--- config.mk ---
export PLATFORM = sky130hd
export DESIGN_NAME = ufc_uart_ctrl
export DESIGN_NICKNAME = d
export VERILOG_FILES = /design/src/rtl/ufc_pkg.sv /design/src/rtl/ufc_uart_ctrl.sv
export SDC_FILE = /design/constraint.sdc
export NUM_CORES = 1
export LEC_CHECK = 0
export BUFFER_PORTS_ARGS = -buffer_cell sky130_fd_sc_hd__buf_2
export CORE_MARGIN = 8
export CORE_UTILIZATION = 47
export DETAILED_ROUTE_END_ITERATION = 10
export PLACE_DENSITY = 0.77
export SETUP_SLACK_MARGIN = 0.05
export SYNTH_ARGS = -nofsm -noshare
export SYNTH_HDL_FRONTEND = slang
export SYNTH_SLANG_ARGS = --single-unit
--- constraint.sdc ---
create_clock -name sys_clk -period 3.7 [get_ports sys_clk]
set_input_delay 0.37 -clock sys_clk [delete_from_list [all_inputs] [get_ports sys_clk]]
set_output_delay 0.37 -clock sys_clk [all_outputs]
set_load 0.05 [all_outputs]
--- src/rtl/ufc_pkg.sv ---
package ufc_pkg;
  // Register byte offsets (one aligned 32-bit word each)
  localparam logic [7:0] ADDR_DATA = 8'h00;  // Holding regs / divisor low
  localparam logic [7:0] ADDR_IER = 8'h04;   // Int enable / divisor high
  localparam logic [7:0] ADDR_ISR = 8'h08;   // Read: ident, write: FIFO setup
  localparam logic [7:0] ADDR_LCR = 8'h0c;
  localparam logic [7:0] ADDR_MCR = 8'h10;
  localparam logic [7:0] ADDR_LSR = 8'h14;
  localparam logic [7:0] ADDR_MSR = 8'h18;
  localparam logic [7:0] ADDR_ENH = 8'h1c;

  localparam logic [1:0] RESP_OKAY = 2'h0;
  localparam logic [1:0] RESP_SLVERR = 2'h2;

  // Reset values
  localparam logic [7:0] IER_RESET = 8'h00;
  localparam logic [7:0] LCR_RESET = 8'h00;
  localparam logic [7:0] MCR_RESET = 8'h00;
  localparam logic [7:0] ENH_RESET = 8'h00;
  localparam logic [7:0] DIV_RESET = 8'h00;

  // Field positions
  localparam int FCR_EN = 0;
  localparam int FCR_RXRST = 1;
  localparam int FCR_TXRST = 2;
  localparam int FCR_DMA = 3;
  localparam int LCR_STOP = 2;
  localparam int LCR_PEN = 3;
  localparam int LCR_EVEN = 4;
  localparam int LCR_STICK = 5;
  localparam int LCR_BREAK = 6;
  localparam int LCR_DIV = 7;
  localparam int MCR_DTR = 0;
  localparam int MCR_RTS = 1;
  localparam int MCR_IRPOL = 2;
  localparam int MCR_LOOP = 4;
  localparam int MCR_IRDA = 6;
  localparam int IER_RX = 0;
  localparam int IER_TX = 1;
  localparam int IER_LSR = 2;
  localparam int IER_MSR = 3;
  localparam int IER_XOFF = 5;
  localparam int IER_RTS = 6;
  localparam int IER_CTS = 7;
  localparam int ENH_EN = 4;

  // Identification codes, bits 5:0
  localparam logic [5:0] ISR_LSR = 6'h06;
  localparam logic [5:0] ISR_TO = 6'h0c;
  localparam logic [5:0] ISR_RX = 6'h04;
  localparam logic [5:0] ISR_TX = 6'h02;
  localparam logic [5:0] ISR_MSR = 6'h00;
  localparam logic [5:0] ISR_XOFF = 6'h10;
  localparam logic [5:0] ISR_FLOW = 6'h20;
  localparam logic [5:0] ISR_NONE = 6'h01;

  // Receive idle timeout: chars plus bits
  localparam logic [6:0] TO_CHARS = 7'h04;
  localparam logic [6:0] TO_BITS = 7'h0c;

  function automatic logic [4:0] trig_level(input logic [1:0] sel);
    case (sel)
      2'h0: trig_level = 5'h01;
      2'h1: trig_level = 5'h04;
      2'h2: trig_level = 5'h08;
      default: trig_level = 5'h0e;
    endcase
  endfunction : trig_level
endpackage : ufc_pkg

--- src/rtl/ufc_uart_ctrl.sv ---
// How it works
// - Line status read clears its interrupt.
// - Receive interrupt holds while count at or above trigger.
// - Receive holding read clears timeout interrupt.
// - Ident read of transmit code or transmit write clears transmit.
// - Modem status read clears modem, flow interrupts.
// - Xoff/special cleared by ident read of its code, Xon, char.
// - Ident returns highest priority pending code only.
// - Ident bit 0 low when something pending.
// - Bits 4, 5 only with enhanced enable.
// - Ident bits 7:6 mirror FIFO enable.
// - Other FIFO setup bits ignored unless bit 0 set.
// - Pointer reset bits pulse once, self clear.
// - FIFO setup bit 3 selects DMA pins.
// - Transmit trigger 1/4/8/14, fires falling below.
// - Receive trigger 1/4/8/14 selects interrupt level.
// - Line format bits 1:0 set length.
// - Stop bits one, one and a half or two.
// - Parity none, odd, even, mark, space.
// - Break bit holds serial output low.
// - Line format bit 7 selects divisor latches.
// - DTR and RTS outputs are inverted bits.
// - Bit 2 sets IR polarity, loopback ring.
// - Timeout after four chars plus twelve bits.
`timescale 1ns/1ps
`default_nettype none
module ufc_uart_ctrl #(
  parameter int FIFO_DEPTH = 16,
  parameter int COUNT_W = 5
) (
  input wire logic sys_clk,
  input wire logic rst,
  input wire logic [7:0] s_axi_awaddr,
  input wire logic s_axi_awvalid,
  output logic s_axi_awready,
  input wire logic [31:0] s_axi_wdata,
  input wire logic [3:0] s_axi_wstrb,
  input wire logic s_axi_wvalid,
  output logic s_axi_wready,
  output logic [1:0] s_axi_bresp,
  output logic s_axi_bvalid,
  input wire logic s_axi_bready,
  input wire logic [7:0] s_axi_araddr,
  input wire logic s_axi_arvalid,
  output logic s_axi_arready,
  output logic [31:0] s_axi_rdata,
  output logic [1:0] s_axi_rresp,
  output logic s_axi_rvalid,
  input wire logic s_axi_rready,
  input wire logic [7:0] rxHoldData,
  input wire logic [7:0] lineStatus,
  input wire logic [7:0] modemStatus,
  input wire logic [COUNT_W-1:0] rxCount,
  input wire logic [COUNT_W-1:0] txCount,
  input wire logic rxCharEvent,
  input wire logic rxActivity,
  input wire logic lineErrEvent,
  input wire logic modemDeltaEvent,
  input wire logic xoffMatch,
  input wire logic xonMatch,
  input wire logic specialMatch,
  input wire logic flowDeassert,
  input wire logic bitTick,
  input wire logic txSerial,
  input wire logic [7:0] txParityData,
  input wire logic [7:0] rxParityData,
  input wire logic rxParityBit,
  input wire logic ringIndicatorInN,
  input wire logic irdaRxIn,
  output logic rxHoldRead,
  output logic txHoldWrite,
  output logic [7:0] txHoldData,
  output logic rxFifoReset,
  output logic txFifoReset,
  output logic fifoEnable,
  output logic [3:0] dataBits,
  output logic [2:0] stopHalfBits,
  output logic parityEnable,
  output logic txParityBit,
  output logic rxParityError,
  output logic txPin,
  output logic dtrN,
  output logic rtsN,
  output logic txReadyN,
  output logic rxReadyN,
  output logic irdaRxData,
  output logic loopback,
  output logic ringStatus,
  output logic [15:0] divisor
);
  if (COUNT_W < 5 || FIFO_DEPTH < 14 || FIFO_DEPTH >= (1 << COUNT_W)) begin
    $error("FIFO_DEPTH or COUNT_W out of range");
  end

  typedef struct packed {
    logic awPend;
    logic [7:0] awAddr;
    logic wPend;
    logic [7:0] wData;
    logic wLane0;
    logic bValid;
    logic [1:0] bResp;
    logic rValid;
    logic [7:0] rData;
    logic [1:0] rResp;
    logic [7:0] ier;
    logic [7:0] line_format;
    logic [7:0] modem_output_control;
    logic [7:0] enh;
    logic [7:0] divLow;
    logic [7:0] divHigh;
    logic fifoEn;
    logic dma;
    logic [1:0] txTrig;
    logic [1:0] rxTrig;
    logic lsrInt;
    logic toInt;
    logic txInt;
    logic msrInt;
    logic xoffInt;
    logic specInt;
    logic flowInt;
    logic txOver;
    logic [6:0] toCount;
    logic [COUNT_W-1:0] txPrev;
    logic rxHoldRead;
    logic txHoldWrite;
    logic rxRst;
    logic txRst;
    logic [7:0] txData;
  } ufc_state_t;

  ufc_state_t s;
  ufc_state_t next_s;

  logic enhOn;
  logic arTake;
  logic wrExec;
  logic rhrRead;
  logic [COUNT_W-1:0] rxTrigLvl;
  logic [COUNT_W-1:0] txTrigLvl;
  logic rxLevel;
  logic lsrP, toP, rxP, txP, msrP, xoffP, flowP;
  logic [5:0] isrCode;
  logic [7:0] isrValue;
  logic txFire;
  logic [6:0] charBits;
  logic [6:0] toLimit;
  logic toSet;
  logic [7:0] dataMask;

  function automatic logic parityOf(input logic [7:0] d, input logic [7:0] m,
                                    input logic [7:0] l);
    if (l[ufc_pkg::LCR_STICK]) parityOf = ~l[ufc_pkg::LCR_EVEN];
    else if (l[ufc_pkg::LCR_EVEN]) parityOf = ^(d & m);
    else parityOf = ~^(d & m);
  endfunction : parityOf

  assign enhOn = s.enh[ufc_pkg::ENH_EN];
  assign s_axi_awready = !s.awPend && !s.bValid;
  assign s_axi_wready = !s.wPend && !s.bValid;
  assign s_axi_arready = !s.rValid;
  assign arTake = s_axi_arvalid && !s.rValid;
  assign wrExec = s.awPend && s.wPend && !s.bValid;
  assign rhrRead = arTake && s_axi_araddr == ufc_pkg::ADDR_DATA &&
                   !s.line_format[ufc_pkg::LCR_DIV];

  // Non-FIFO mode behaves as a one-deep holding register
  assign rxTrigLvl = s.fifoEn ?
    COUNT_W'(ufc_pkg::trig_level(s.rxTrig)) : COUNT_W'(1);
  assign txTrigLvl = s.fifoEn ?
    COUNT_W'(ufc_pkg::trig_level(s.txTrig)) : COUNT_W'(1);
  assign rxLevel = rxCount >= rxTrigLvl;

  assign lsrP = s.lsrInt && s.ier[ufc_pkg::IER_LSR];
  assign toP = s.toInt && s.ier[ufc_pkg::IER_RX];
  assign rxP = rxLevel && s.ier[ufc_pkg::IER_RX];
  assign txP = s.txInt && s.ier[ufc_pkg::IER_TX];
  assign msrP = s.msrInt && s.ier[ufc_pkg::IER_MSR];
  assign xoffP = (s.xoffInt || s.specInt) && s.ier[ufc_pkg::IER_XOFF] &&
                 enhOn;
  assign flowP = s.flowInt && enhOn &&
    (s.ier[ufc_pkg::IER_RTS] || s.ier[ufc_pkg::IER_CTS]);

  always_comb begin
    if (lsrP) isrCode = ufc_pkg::ISR_LSR;
    else if (toP) isrCode = ufc_pkg::ISR_TO;
    else if (rxP) isrCode = ufc_pkg::ISR_RX;
    else if (txP) isrCode = ufc_pkg::ISR_TX;
    else if (msrP) isrCode = ufc_pkg::ISR_MSR;
    else if (xoffP) isrCode = ufc_pkg::ISR_XOFF;
    else if (flowP) isrCode = ufc_pkg::ISR_FLOW;
    else isrCode = ufc_pkg::ISR_NONE;
  end
  assign isrValue = {{2{s.fifoEn}}, isrCode};

  // Falling below the trigger, or emptying after a short reload
  assign txFire = (s.txOver && s.txPrev >= txTrigLvl &&
                   txCount < txTrigLvl) ||
                  (!s.txOver && s.txPrev != '0 && txCount == '0);

  assign charBits = 7'(dataBits) + 7'h1 + 7'(s.line_format[ufc_pkg::LCR_PEN]) +
                    (s.line_format[ufc_pkg::LCR_STOP] ? 7'h2 : 7'h1);
  assign toLimit = 7'(ufc_pkg::TO_CHARS * charBits) + ufc_pkg::TO_BITS;
  assign toSet = s.fifoEn && rxCount != '0 && s.toCount == toLimit &&
                 !rxActivity && !rhrRead;

  always_comb begin
    next_s = s;
    next_s.rxHoldRead = 1'b0;
    next_s.txHoldWrite = 1'b0;
    next_s.rxRst = 1'b0;
    next_s.txRst = 1'b0;
    if (s.bValid && s_axi_bready) next_s.bValid = 1'b0;
    if (s.rValid && s_axi_rready) next_s.rValid = 1'b0;
    if (s_axi_awvalid && s_axi_awready) begin
      next_s.awPend = 1'b1;
      next_s.awAddr = s_axi_awaddr;
    end
    if (s_axi_wvalid && s_axi_wready) begin
      next_s.wPend = 1'b1;
      next_s.wData = s_axi_wdata[7:0];
      next_s.wLane0 = s_axi_wstrb[0];
    end

    if (arTake) begin
      next_s.rValid = 1'b1;
      next_s.rResp = ufc_pkg::RESP_OKAY;
      case (s_axi_araddr)
        ufc_pkg::ADDR_DATA: begin
          if (s.line_format[ufc_pkg::LCR_DIV]) begin
            next_s.rData = s.divLow;
          end else begin
            next_s.rData = rxHoldData;
            next_s.rxHoldRead = 1'b1;
            next_s.toInt = 1'b0;
          end
        end
        ufc_pkg::ADDR_IER:
          next_s.rData = s.line_format[ufc_pkg::LCR_DIV] ? s.divHigh : s.ier;
        ufc_pkg::ADDR_ISR: begin
          next_s.rData = isrValue;
          if (isrCode == ufc_pkg::ISR_TX) next_s.txInt = 1'b0;
          if (isrCode == ufc_pkg::ISR_XOFF) begin
            next_s.xoffInt = 1'b0;
            next_s.specInt = 1'b0;
          end
        end
        ufc_pkg::ADDR_LCR: next_s.rData = s.line_format;
        ufc_pkg::ADDR_MCR: next_s.rData = s.modem_output_control;
        ufc_pkg::ADDR_LSR: begin
          next_s.rData = lineStatus;
          next_s.lsrInt = 1'b0;
        end
        ufc_pkg::ADDR_MSR: begin
          next_s.rData = modemStatus;
          next_s.msrInt = 1'b0;
          next_s.flowInt = 1'b0;
        end
        ufc_pkg::ADDR_ENH: next_s.rData = s.enh;
        default: begin
          next_s.rData = 8'h00;
          next_s.rResp = ufc_pkg::RESP_SLVERR;
        end
      endcase
    end

    if (wrExec) begin
      next_s.awPend = 1'b0;
      next_s.wPend = 1'b0;
      next_s.bValid = 1'b1;
      next_s.bResp = ufc_pkg::RESP_OKAY;
      case (s.awAddr)
        ufc_pkg::ADDR_DATA: if (s.wLane0) begin
          if (s.line_format[ufc_pkg::LCR_DIV]) begin
            next_s.divLow = s.wData;
          end else begin
            next_s.txHoldWrite = 1'b1;
            next_s.txData = s.wData;
            next_s.txInt = 1'b0;
          end
        end
        ufc_pkg::ADDR_IER: if (s.wLane0) begin
          if (s.line_format[ufc_pkg::LCR_DIV]) begin
            next_s.divHigh = s.wData;
          end else begin
            next_s.ier = enhOn ? s.wData : {s.ier[7:4], s.wData[3:0]};
            // Enabling with an empty transmitter raises the interrupt
            if (s.wData[ufc_pkg::IER_TX] && !s.ier[ufc_pkg::IER_TX] &&
                txCount == '0) next_s.txInt = 1'b1;
          end
        end
        ufc_pkg::ADDR_ISR: if (s.wLane0) begin
          next_s.fifoEn = s.wData[ufc_pkg::FCR_EN];
          if (s.wData[ufc_pkg::FCR_EN]) begin
            next_s.rxRst = s.wData[ufc_pkg::FCR_RXRST];
            next_s.txRst = s.wData[ufc_pkg::FCR_TXRST];
            next_s.dma = s.wData[ufc_pkg::FCR_DMA];
            next_s.rxTrig = s.wData[7:6];
            if (enhOn) next_s.txTrig = s.wData[5:4];
          end
        end
        ufc_pkg::ADDR_LCR: if (s.wLane0) next_s.line_format = s.wData;
        ufc_pkg::ADDR_MCR: if (s.wLane0) next_s.modem_output_control = s.wData;
        ufc_pkg::ADDR_ENH: if (s.wLane0) next_s.enh = s.wData;
        ufc_pkg::ADDR_LSR, ufc_pkg::ADDR_MSR: next_s.bResp = ufc_pkg::RESP_OKAY;
        default: next_s.bResp = ufc_pkg::RESP_SLVERR;
      endcase
    end

    // Receive idle timer in bit times
    if (rxActivity || rhrRead || rxCount == '0) next_s.toCount = 7'h00;
    else if (bitTick && s.toCount != toLimit)
      next_s.toCount = s.toCount + 7'h01;

    next_s.txPrev = txCount;
    if (txFire) next_s.txOver = 1'b0;
    else if (txCount > txTrigLvl) next_s.txOver = 1'b1;

    // Clears from the far side, then sets; a set always wins
    if (xonMatch) next_s.xoffInt = 1'b0;
    if (rxCharEvent) next_s.specInt = 1'b0;
    if (lineErrEvent) next_s.lsrInt = 1'b1;
    if (toSet) next_s.toInt = 1'b1;
    if (txFire) next_s.txInt = 1'b1;
    if (modemDeltaEvent) next_s.msrInt = 1'b1;
    if (xoffMatch) next_s.xoffInt = 1'b1;
    if (specialMatch) next_s.specInt = 1'b1;
    if (flowDeassert) next_s.flowInt = 1'b1;
  end

  always_ff @(posedge sys_clk or posedge rst) begin
    if (rst) begin
      s <= '0;
      s.ier <= ufc_pkg::IER_RESET;
      s.line_format <= ufc_pkg::LCR_RESET;
      s.modem_output_control <= ufc_pkg::MCR_RESET;
      s.enh <= ufc_pkg::ENH_RESET;
      s.divLow <= ufc_pkg::DIV_RESET;
      s.divHigh <= ufc_pkg::DIV_RESET;
    end else begin
      s <= next_s;
    end
  end

  assign s_axi_bvalid = s.bValid;
  assign s_axi_bresp = s.bResp;
  assign s_axi_rvalid = s.rValid;
  assign s_axi_rresp = s.rResp;
  assign s_axi_rdata = {24'h000000, s.rData};
  assign rxHoldRead = s.rxHoldRead;
  assign txHoldWrite = s.txHoldWrite;
  assign txHoldData = s.txData;
  assign rxFifoReset = s.rxRst;
  assign txFifoReset = s.txRst;
  assign fifoEnable = s.fifoEn;
  assign dataBits = 4'h5 + {2'h0, s.line_format[1:0]};
  assign stopHalfBits = !s.line_format[ufc_pkg::LCR_STOP] ? 3'h2 :
                        (s.line_format[1:0] == 2'h0 ? 3'h3 : 3'h4);
  assign parityEnable = s.line_format[ufc_pkg::LCR_PEN];
  assign dataMask = 8'hff >> (4'h8 - dataBits);
  assign txParityBit = parityOf(txParityData, dataMask, s.line_format);
  assign rxParityError = parityEnable &&
    rxParityBit != parityOf(rxParityData, dataMask, s.line_format);
  assign txPin = s.line_format[ufc_pkg::LCR_BREAK] ? 1'b0 : txSerial;
  assign dtrN = ~s.modem_output_control[ufc_pkg::MCR_DTR];
  assign rtsN = ~s.modem_output_control[ufc_pkg::MCR_RTS];
  assign rxReadyN = s.dma ? !(rxLevel || s.toInt) : rxCount == '0;
  assign txReadyN = s.dma ? txCount == COUNT_W'(FIFO_DEPTH) :
                    txCount != '0;
  assign loopback = s.modem_output_control[ufc_pkg::MCR_LOOP];
  // Normalised to an active-high pulse for the decoder
  assign irdaRxData = (s.modem_output_control[ufc_pkg::MCR_IRDA] && enhOn &&
                       !s.modem_output_control[ufc_pkg::MCR_IRPOL]) ? ~irdaRxIn : irdaRxIn;
  assign ringStatus = loopback ? s.modem_output_control[ufc_pkg::MCR_IRPOL] :
                      ~ringIndicatorInN;
  assign divisor = {s.divHigh, s.divLow};

  a_lsr_clear: assert property (@(posedge sys_clk) disable iff (rst)
    arTake && s_axi_araddr == ufc_pkg::ADDR_LSR && !lineErrEvent
    |=> !s.lsrInt) else $error("line status flag not cleared");
  a_rx_pending: assert property (@(posedge sys_clk) disable iff (rst)
    rxP |-> !isrValue[0] && isrCode != ufc_pkg::ISR_MSR)
    else $error("receive level not reported");
  a_to_clear: assert property (@(posedge sys_clk) disable iff (rst)
    rhrRead |=> !s.toInt && s.rxHoldRead)
    else $error("timeout not cleared by read");
  a_tx_clear: assert property (@(posedge sys_clk) disable iff (rst)
    wrExec && s.wLane0 && s.awAddr == ufc_pkg::ADDR_DATA &&
    !s.line_format[ufc_pkg::LCR_DIV] && !txFire |=> !s.txInt && txHoldWrite)
    else $error("transmit flag not cleared");
  a_msr_clear: assert property (@(posedge sys_clk) disable iff (rst)
    arTake && s_axi_araddr == ufc_pkg::ADDR_MSR && !flowDeassert &&
    !modemDeltaEvent |=> !s.flowInt && !s.msrInt)
    else $error("modem flags not cleared");
  a_isr_none: assert property (@(posedge sys_clk) disable iff (rst)
    !(lsrP || toP || rxP || txP || msrP || xoffP || flowP)
    |-> isrValue[5:0] == ufc_pkg::ISR_NONE)
    else $error("idle code wrong");
  a_isr_enh: assert property (@(posedge sys_clk) disable iff (rst)
    !enhOn |-> isrValue[5:4] == 2'h0)
    else $error("enhanced bits shown while off");
  a_fcr_ignore: assert property (@(posedge sys_clk) disable iff (rst)
    wrExec && s.wLane0 && s.awAddr == ufc_pkg::ADDR_ISR && !s.wData[0]
    |=> $stable(s.rxTrig) && !rxFifoReset && !fifoEnable)
    else $error("FIFO setup taken without enable");
  a_break_low: assert property (@(posedge sys_clk) disable iff (rst)
    s.line_format[ufc_pkg::LCR_BREAK] |-> !txPin)
    else $error("break not held low");
  a_div_route: assert property (@(posedge sys_clk) disable iff (rst)
    wrExec && s.line_format[ufc_pkg::LCR_DIV] && s.awAddr == ufc_pkg::ADDR_DATA
    |=> !txHoldWrite) else $error("divisor write leaked");
endmodule : ufc_uart_ctrl
`default_nettype wire

# Word-level counts from Yosys, hierarchy flattened
# Index checks and enable logic that the tools add are counted.
word_totals:
  ff_bits: 119
  elab_cells: 262
  input_bits: 122
  output_inout_bits: 88
op_classes:
  n_reduce_logical: 104
  n_addsub: 7
  n_eq_ne: 25
  shifts: 1
  magnitude_cmp: 4
  mux: 77
  bitwise: 8
ops:
  columns: ["op", "n"]
  rows:
  - ["8-bit by 5-bit == test with 1-bit output (second input constant)", 8]
  - ["8-bit case mux with 8 select lines", 1]
  - ["6-bit 2-to-1 mux", 7]
  - ["1-bit 2-to-1 mux", 41]
  - ["8-bit 2-to-1 mux", 5]
  - ["1-bit logical AND", 34]
  - ["8-bit by 4-bit == test with 1-bit output (second input constant)", 4]
  - ["2-bit nonzero test", 14]
  - ["4-bit case mux with 3 select lines", 2]
  - ["11-bit 2-to-1 mux", 2]
  - ["7-bit 2-to-1 mux", 3]
  - ["3-bit AND reduction", 7]
  - ["4-bit AND reduction", 5]
  - ["3-bit nonzero test", 6]
  - ["8-bit AND", 2]
  - ["8-bit by 3-bit == test with 1-bit output (second input constant)", 2]
  - ["8-bit logical NOT", 2]
  - ["2-bit 2-to-1 mux", 8]
  - ["8-bit OR reduction", 2]
  - ["8-bit XNOR reduction", 2]
  - ["8-bit parity", 2]
  - ["5-bit nonzero test", 3]
  - ["1-bit logical NOT", 11]
  - ["5-bit greater-or-equal comparator", 2]
  - ["other kinds (30)", 51]

# Longest topological paths before layout
logic_depth:
  depth_word: 19
  depth_mapped: 12
  ltp_nobuf: 12

# Worst setup path after synthesis
# No wires, ideal clock.
synth_path:
  kind: "reg-to-output"
  startpoint: "reg s[70] in the netlist's numbering"
  endpoint: "out rxParityError"
  n_path_buf: 0
  arrival_time_ps: 3418
  setup_slack_ps: -88
  path_stages_with_launch: 9
  path_cell_list: "dfrtp_1 inv_1 ha_1 xor2_1 nand2_1 xnor2_1 xnor2_1 or3_1 a21boi_0"
synth_between:
  elab_chain_len: 9
  elab_cells_between_ends: 10
  cone_classes: "2 x add/sub; 1 x eq/ne; 1 x shift; 2 x mux; 1 x bitwise; 3 x reduce/logical"
synth_rtl:
  columns: ["element", "line", "source"]
  rows:
  - ["start: declaration", "ufc_uart_ctrl.sv:133", "ufc_state_t s;"]
  - ["start signal: assignment", "ufc_uart_ctrl.sv:342", "s <= next_s;"]
  - ["3-bit by 2-bit adder with 4-bit output (*)", "ufc_uart_ctrl.sv:357", "assign dataBits = 4'h5 + {2'h0, s.line_format[1:0]};"]
  - ["named net dataBits[0]", "ufc_uart_ctrl.sv:76", "output logic [3:0] dataBits,"]
  - ["4-bit subtractor (*)", "ufc_uart_ctrl.sv:361", "assign dataMask = 8'hff >> (4'h8 - dataBits);"]
  - ["8-bit by 4-bit right shift with 8-bit output (*)", "ufc_uart_ctrl.sv:361", null]
  - ["8-bit AND (*)", "ufc_uart_ctrl.sv:155, ufc_uart_ctrl.sv:156", null]
  - ["8-bit XNOR reduction or 8-bit parity (tied branches)", "ufc_uart_ctrl.sv:156, ufc_uart_ctrl.sv:155", null]
  - ["1-bit 2-to-1 mux (*)", "ufc_uart_ctrl.sv:155", "else if (l[ufc_pkg::LCR_EVEN]) parityOf = ^(d & m);"]
  - ["1-bit 2-to-1 mux (*)", "ufc_uart_ctrl.sv:154", "if (l[ufc_pkg::LCR_STICK]) parityOf = ~l[ufc_pkg::LCR_EVEN];"]
  - ["1-bit != test (*)", "ufc_uart_ctrl.sv:364", "rxParityBit != parityOf(rxParityData, dataMask, s.line_format);"]
  - ["1-bit logical AND (*)", "ufc_uart_ctrl.sv:363", "assign rxParityError = parityEnable &&"]
  - ["end: declaration", "ufc_uart_ctrl.sv:80", "output logic rxParityError,"]
# The timed path passes the listed nets; every way through them passes the cells marked *.

# Worst setup path after layout
layout_path:
  startpoint: "reg s[71] in the netlist's numbering"
  endpoint: "reg s[20] in the netlist's numbering"
layout_between:
  elab_chain_len: 8
layout_rtl:
  columns: ["element", "line", "source"]
  rows:
  - ["3-bit by 2-bit adder with 4-bit output", "ufc_uart_ctrl.sv:357", null]
  - ["4-bit by 1-bit adder with 5-bit output", "ufc_uart_ctrl.sv:202", "assign charBits = 7'(dataBits) + 7'h1 + 7'(s.line_format[ufc_pkg::LCR_PEN]) +"]
  - ["5-bit by 1-bit adder with 5-bit output", "ufc_uart_ctrl.sv:202", null]
  - ["5-bit by 2-bit adder with 5-bit output", "ufc_uart_ctrl.sv:202", null]
  - ["7-bit by 4-bit adder with 7-bit output", "ufc_uart_ctrl.sv:204", "assign toLimit = 7'(ufc_pkg::TO_CHARS * charBits) + ufc_pkg::TO_BITS;"]
  - ["7-bit != test", "ufc_uart_ctrl.sv:313", "else if (bitTick && s.toCount != toLimit)"]
  - ["1-bit logical AND", "ufc_uart_ctrl.sv:313", null]
  - ["2-bit nonzero test (no line)", null, null]
# Every way passes these cells.
# A chain may end at the register's enable or synchronous reset.

==> results by group <==
Finish
  • Share of cells above drive strength 1: 36.22%
  • Filler cells: 1,197
  • Multi-input logic area: 3274 um^2
  • FF+latch area: 2928 um^2
  • Synthesis-to-layout area growth: 17.60%
  • ANT cells: 0
  • Final #Nets: 898

Global routing
  • Total GRT Usage: 19.23%
  • GRT overflow: 0
  • Antenna violations before repair: 1
  • Global-route wire length before repair: 27,730 um
  • Vias in the first global route: 5,281
  • Largest net degree at the start of global routing: 67

Die
  • Starting Density: 48.37%
  • Die Y: 135.8 um
  • I/O pin count: 210
  • Die width: 135.8 um
  • FP Rows: 43
  • Die Area: 18,430 um^2
  • Core area: 13,930 um^2

Routing
  • First-pass DRT Iterations: 7
  • Post-DRT Antenna Nets: 0
  • Via count: 5,054
  • Detailed Route WL: 17,560 um
  • # DRC: 0
  • Initial drt markers: 262
  • Vias/cell: 5.365
  • Wire length per cell: 18.64 um

STA
  • Fin crit share: 88.45%
  • Slew margin rel.: 42.89%
  • RSZ-0062 raised after global routing: false
  • Clock Skew: 6.400 ps
  • Final worst setup slack: 427.3 ps
  • Slew at the pin closest to its max-slew limit: 853.5 ps
  • Max Fclk: 305.6 MHz
  • Total negative slack: 0 ps
  • Final Hold Violating Endpoints: 0
  • # setup viols final: 0
  • Hold slack: 95.66 ps
  • Clock period minus worst slack: 3273 ps
  • Pins over their slew limit: 0

Clock tree
  • Post-CTS sizing: 0
  • Post-CTS Setup Repair Bufs: 0
  • CTS tree: built
  • Clk pin slew, worst setup/hold paths: 50 ps
  • TritonCTS Buffers: 17
  • Worst-Skew Late Latency: 410 ps
  • Num Clock Sinks: 117
  • Maximum buffer depth of the clock tree: 2
  • Post-cts hold buffer count: 0
  • Root Driver: clkbuf_16
  • H-tree levels: 4

Yosys
  • Sequential fraction of the synthesis area: 43.44%
  • XOR/XNOR Fraction of Synth Area: 3.508%
  • Most used DFF post-synth: dfrtp_1
  • Mapped cell area: 6740 um^2
  • Yosys cell types: 63
  • EDFF count, synth: 0
  • Syn_area_per_cell: 10.89 um^2
  • YS warnings: 0
  • Synth Area in Adders: 5.235%
  • Combinational family with the most area after synthesis: multiplexers
  • Post-synthesis simple-gate area fraction: 12.21%
  • Post-synthesis mux area share: 16.84%
  • Syn Inst Count: 619
  • Synth Register Bits: 117
  • Ys async rst share: 100.0%
  • Complex-gate fraction of the synthesized area: 9.337%

Worst setup path
  • WS Path Type: register to register
  • CP endpoint kind: register
  • Crit path arrival time: 3600 ps
  • Worst Path Required: 4030 ps
  • Worst Path Max Fanout: 10
  • Critical Path Source Type: register

Power
  • Design Power: 4.366 mW
  • Peak VDD IR: 0.0005207 V
  • Static Leak: 3.892 nW
  • Power per Cell Area: 550.8 nW/um^2

Placed design
  • DP Worst Slack: 432.7 ps
  • I/O Buffers: 156
  • Gpl congestion: 0.8772
  • DP Wirelength: 13,650 um

Status
  • Status: completed

Hold path
  • Class of the worst hold path: input pin to register

Job
  • Max Cap Viol: 0
-- per-stage QoR --
stage          area [um^2]  instances  util (%)
6_report              7926        942     56.88
5_1_grt               7926        942     56.88
2_1_floorplan         6834        644         -
4_1_cts               7926        942     56.88
3_5_place_dp          7372        910     52.90
3_3_place_gp          7372        910     52.90
-- cell type report --
cell class	instances	area share (%)
timing repair buffer	164	10.61
clock inverter	10	1.010
tap	180	2.841
sequential	117	36.94
inverter	27	1.310
clock buffer	22	5.983
multi-input combinational	422	41.31
-- where the power goes --
part	total (mW)	leakage [nW]	switching, mW	internal [mW]
combinational	1.07	2.09	0.660	0.407
sequential	1.78	1.53	0.312	1.46
clock	1.52	0.275	0.558	0.966
total	4.37	3.89	1.53	2.84
-- path summary, 6_finish.rpt --
| kind | startpoint | endpoint | slack, ps | cells after the start |
|---|---|---|---|---|
| setup / recovery | s[71]$_DFFE_PP0P_ | s[20]$_DFFE_PP0P_ | 430 | 11 |
| hold / removal | txCount[3] | s[15]$_DFF_PP0_ | 100 | 1 |
| setup reg to reg | s[71]$_DFFE_PP0P_ | s[20]$_DFFE_PP0P_ | 430 | 11 |
| hold reg to reg | s_axi_rdata[7]$_DFFE_PP0P_ | s_axi_rdata[7]$_DFFE_PP0P_ | 480 | 1 |
| max in group asynchronous | rst | s_axi_rdata[4]$_DFFE_PP0P_ | 2720 | 3 |
| min in group asynchronous | rst | txHoldWrite$_DFF_PP0_ | 120 | 2 |
-- state kept, by name, summed over array words and instances, names as in the netlist, 8 cells and up --
signal	cells
s	73
divisor	16
s_axi_rdata	8
txHoldData	8
-- kinds of logic after synthesis --
logic type,Yosys count
AO/OA/AOI/OAI,97
XOR/XNOR,27
adder cells (fa/ha/maj),27
buffers and inverters,105
flip-flops,117
multiplexers,95
other,1
AND/OR/NAND/NOR,150
-- per-layer routing --
metal	routed length, um	global-route usage (%)	share of wire (%)	up-vias
met5	8	0	0.046	-
met4	182	5.614	1.0	2
met3	1844	6.269	11	22
met2	8264	31.48	47	233
met1	7258	23.66	41	2429
li1	-	-	-	2368
-- Yosys cell counts, types with 3 or more instances --
cell type | n | area share [%]
clkbuf_1 | 9 | 0.50
buf_4 | 61 | 6.8
xnor2_1 | 20 | 2.6
mux4_2 | 7 | 2.3
xor2_1 | 7 | 0.91
nand2b_1 | 7 | 0.65
buf_2 | 6 | 0.45
nand4_1 | 3 | 0.28
mux2i_1 | 11 | 1.6
o211ai_1 | 6 | 0.67
inv_1 | 27 | 1.5
mux2_1 | 17 | 2.8
nor2b_1 | 5 | 0.46
nand2_1 | 38 | 2.1
o22ai_1 | 4 | 0.37
o21ai_1 | 3 | 0.22
a21oi_1 | 25 | 1.9
mux2_2 | 60 | 10
o21a_1 | 3 | 0.33
dfrtp_1 | 117 | 43
nor4_1 | 3 | 0.28
nor3_1 | 9 | 0.67
a222oi_1 | 3 | 0.45
or4_1 | 4 | 0.45
a21o_1 | 9 | 1.0
and3_1 | 4 | 0.37
nand3_1 | 16 | 1.2
nor3b_1 | 4 | 0.45
a31oi_1 | 3 | 0.28
nor2_1 | 28 | 1.6
o21ai_0 | 26 | 1.9
or3_1 | 8 | 0.74
ha_1 | 25 | 4.6
and2_1 | 6 | 0.56
-- worst max-delay path: stages, from the launching register on --
cell and delay (ps):
dfrtp_1 440, inv_1 120, fa_1 510, inv_1 70, fa_1 470, xnor2_1 370
nor3_1 110, o211ai_1 210, a2bb2oi_2 260, o21ai_4 130, or3_1 360, a21oi_1 150
-- cell usage in the layout (no fill, tap or decap), types with 6 or more instances in the layout --
master / n
xnor2_1: 20
inv_1: 26
nand2_1: 38
nor3_1: 9
buf_2: 156
or3_1: 8
dfrtp_1: 117
and2_1: 6
clkinv_2: 7
buf_4: 8
mux4_2: 7
xor2_1: 7
nand3_1: 16
nand2b_1: 7
a21o_1: 9
mux2_1: 17
mux2_2: 60
conb_1: 26
o211ai_1: 6
clkbuf_16: 17
mux2i_1: 11
o21ai_0: 26
ha_1: 25
nor2_1: 28
a21oi_1: 25
No activity file was read; power rests on OpenSTA's default activity.
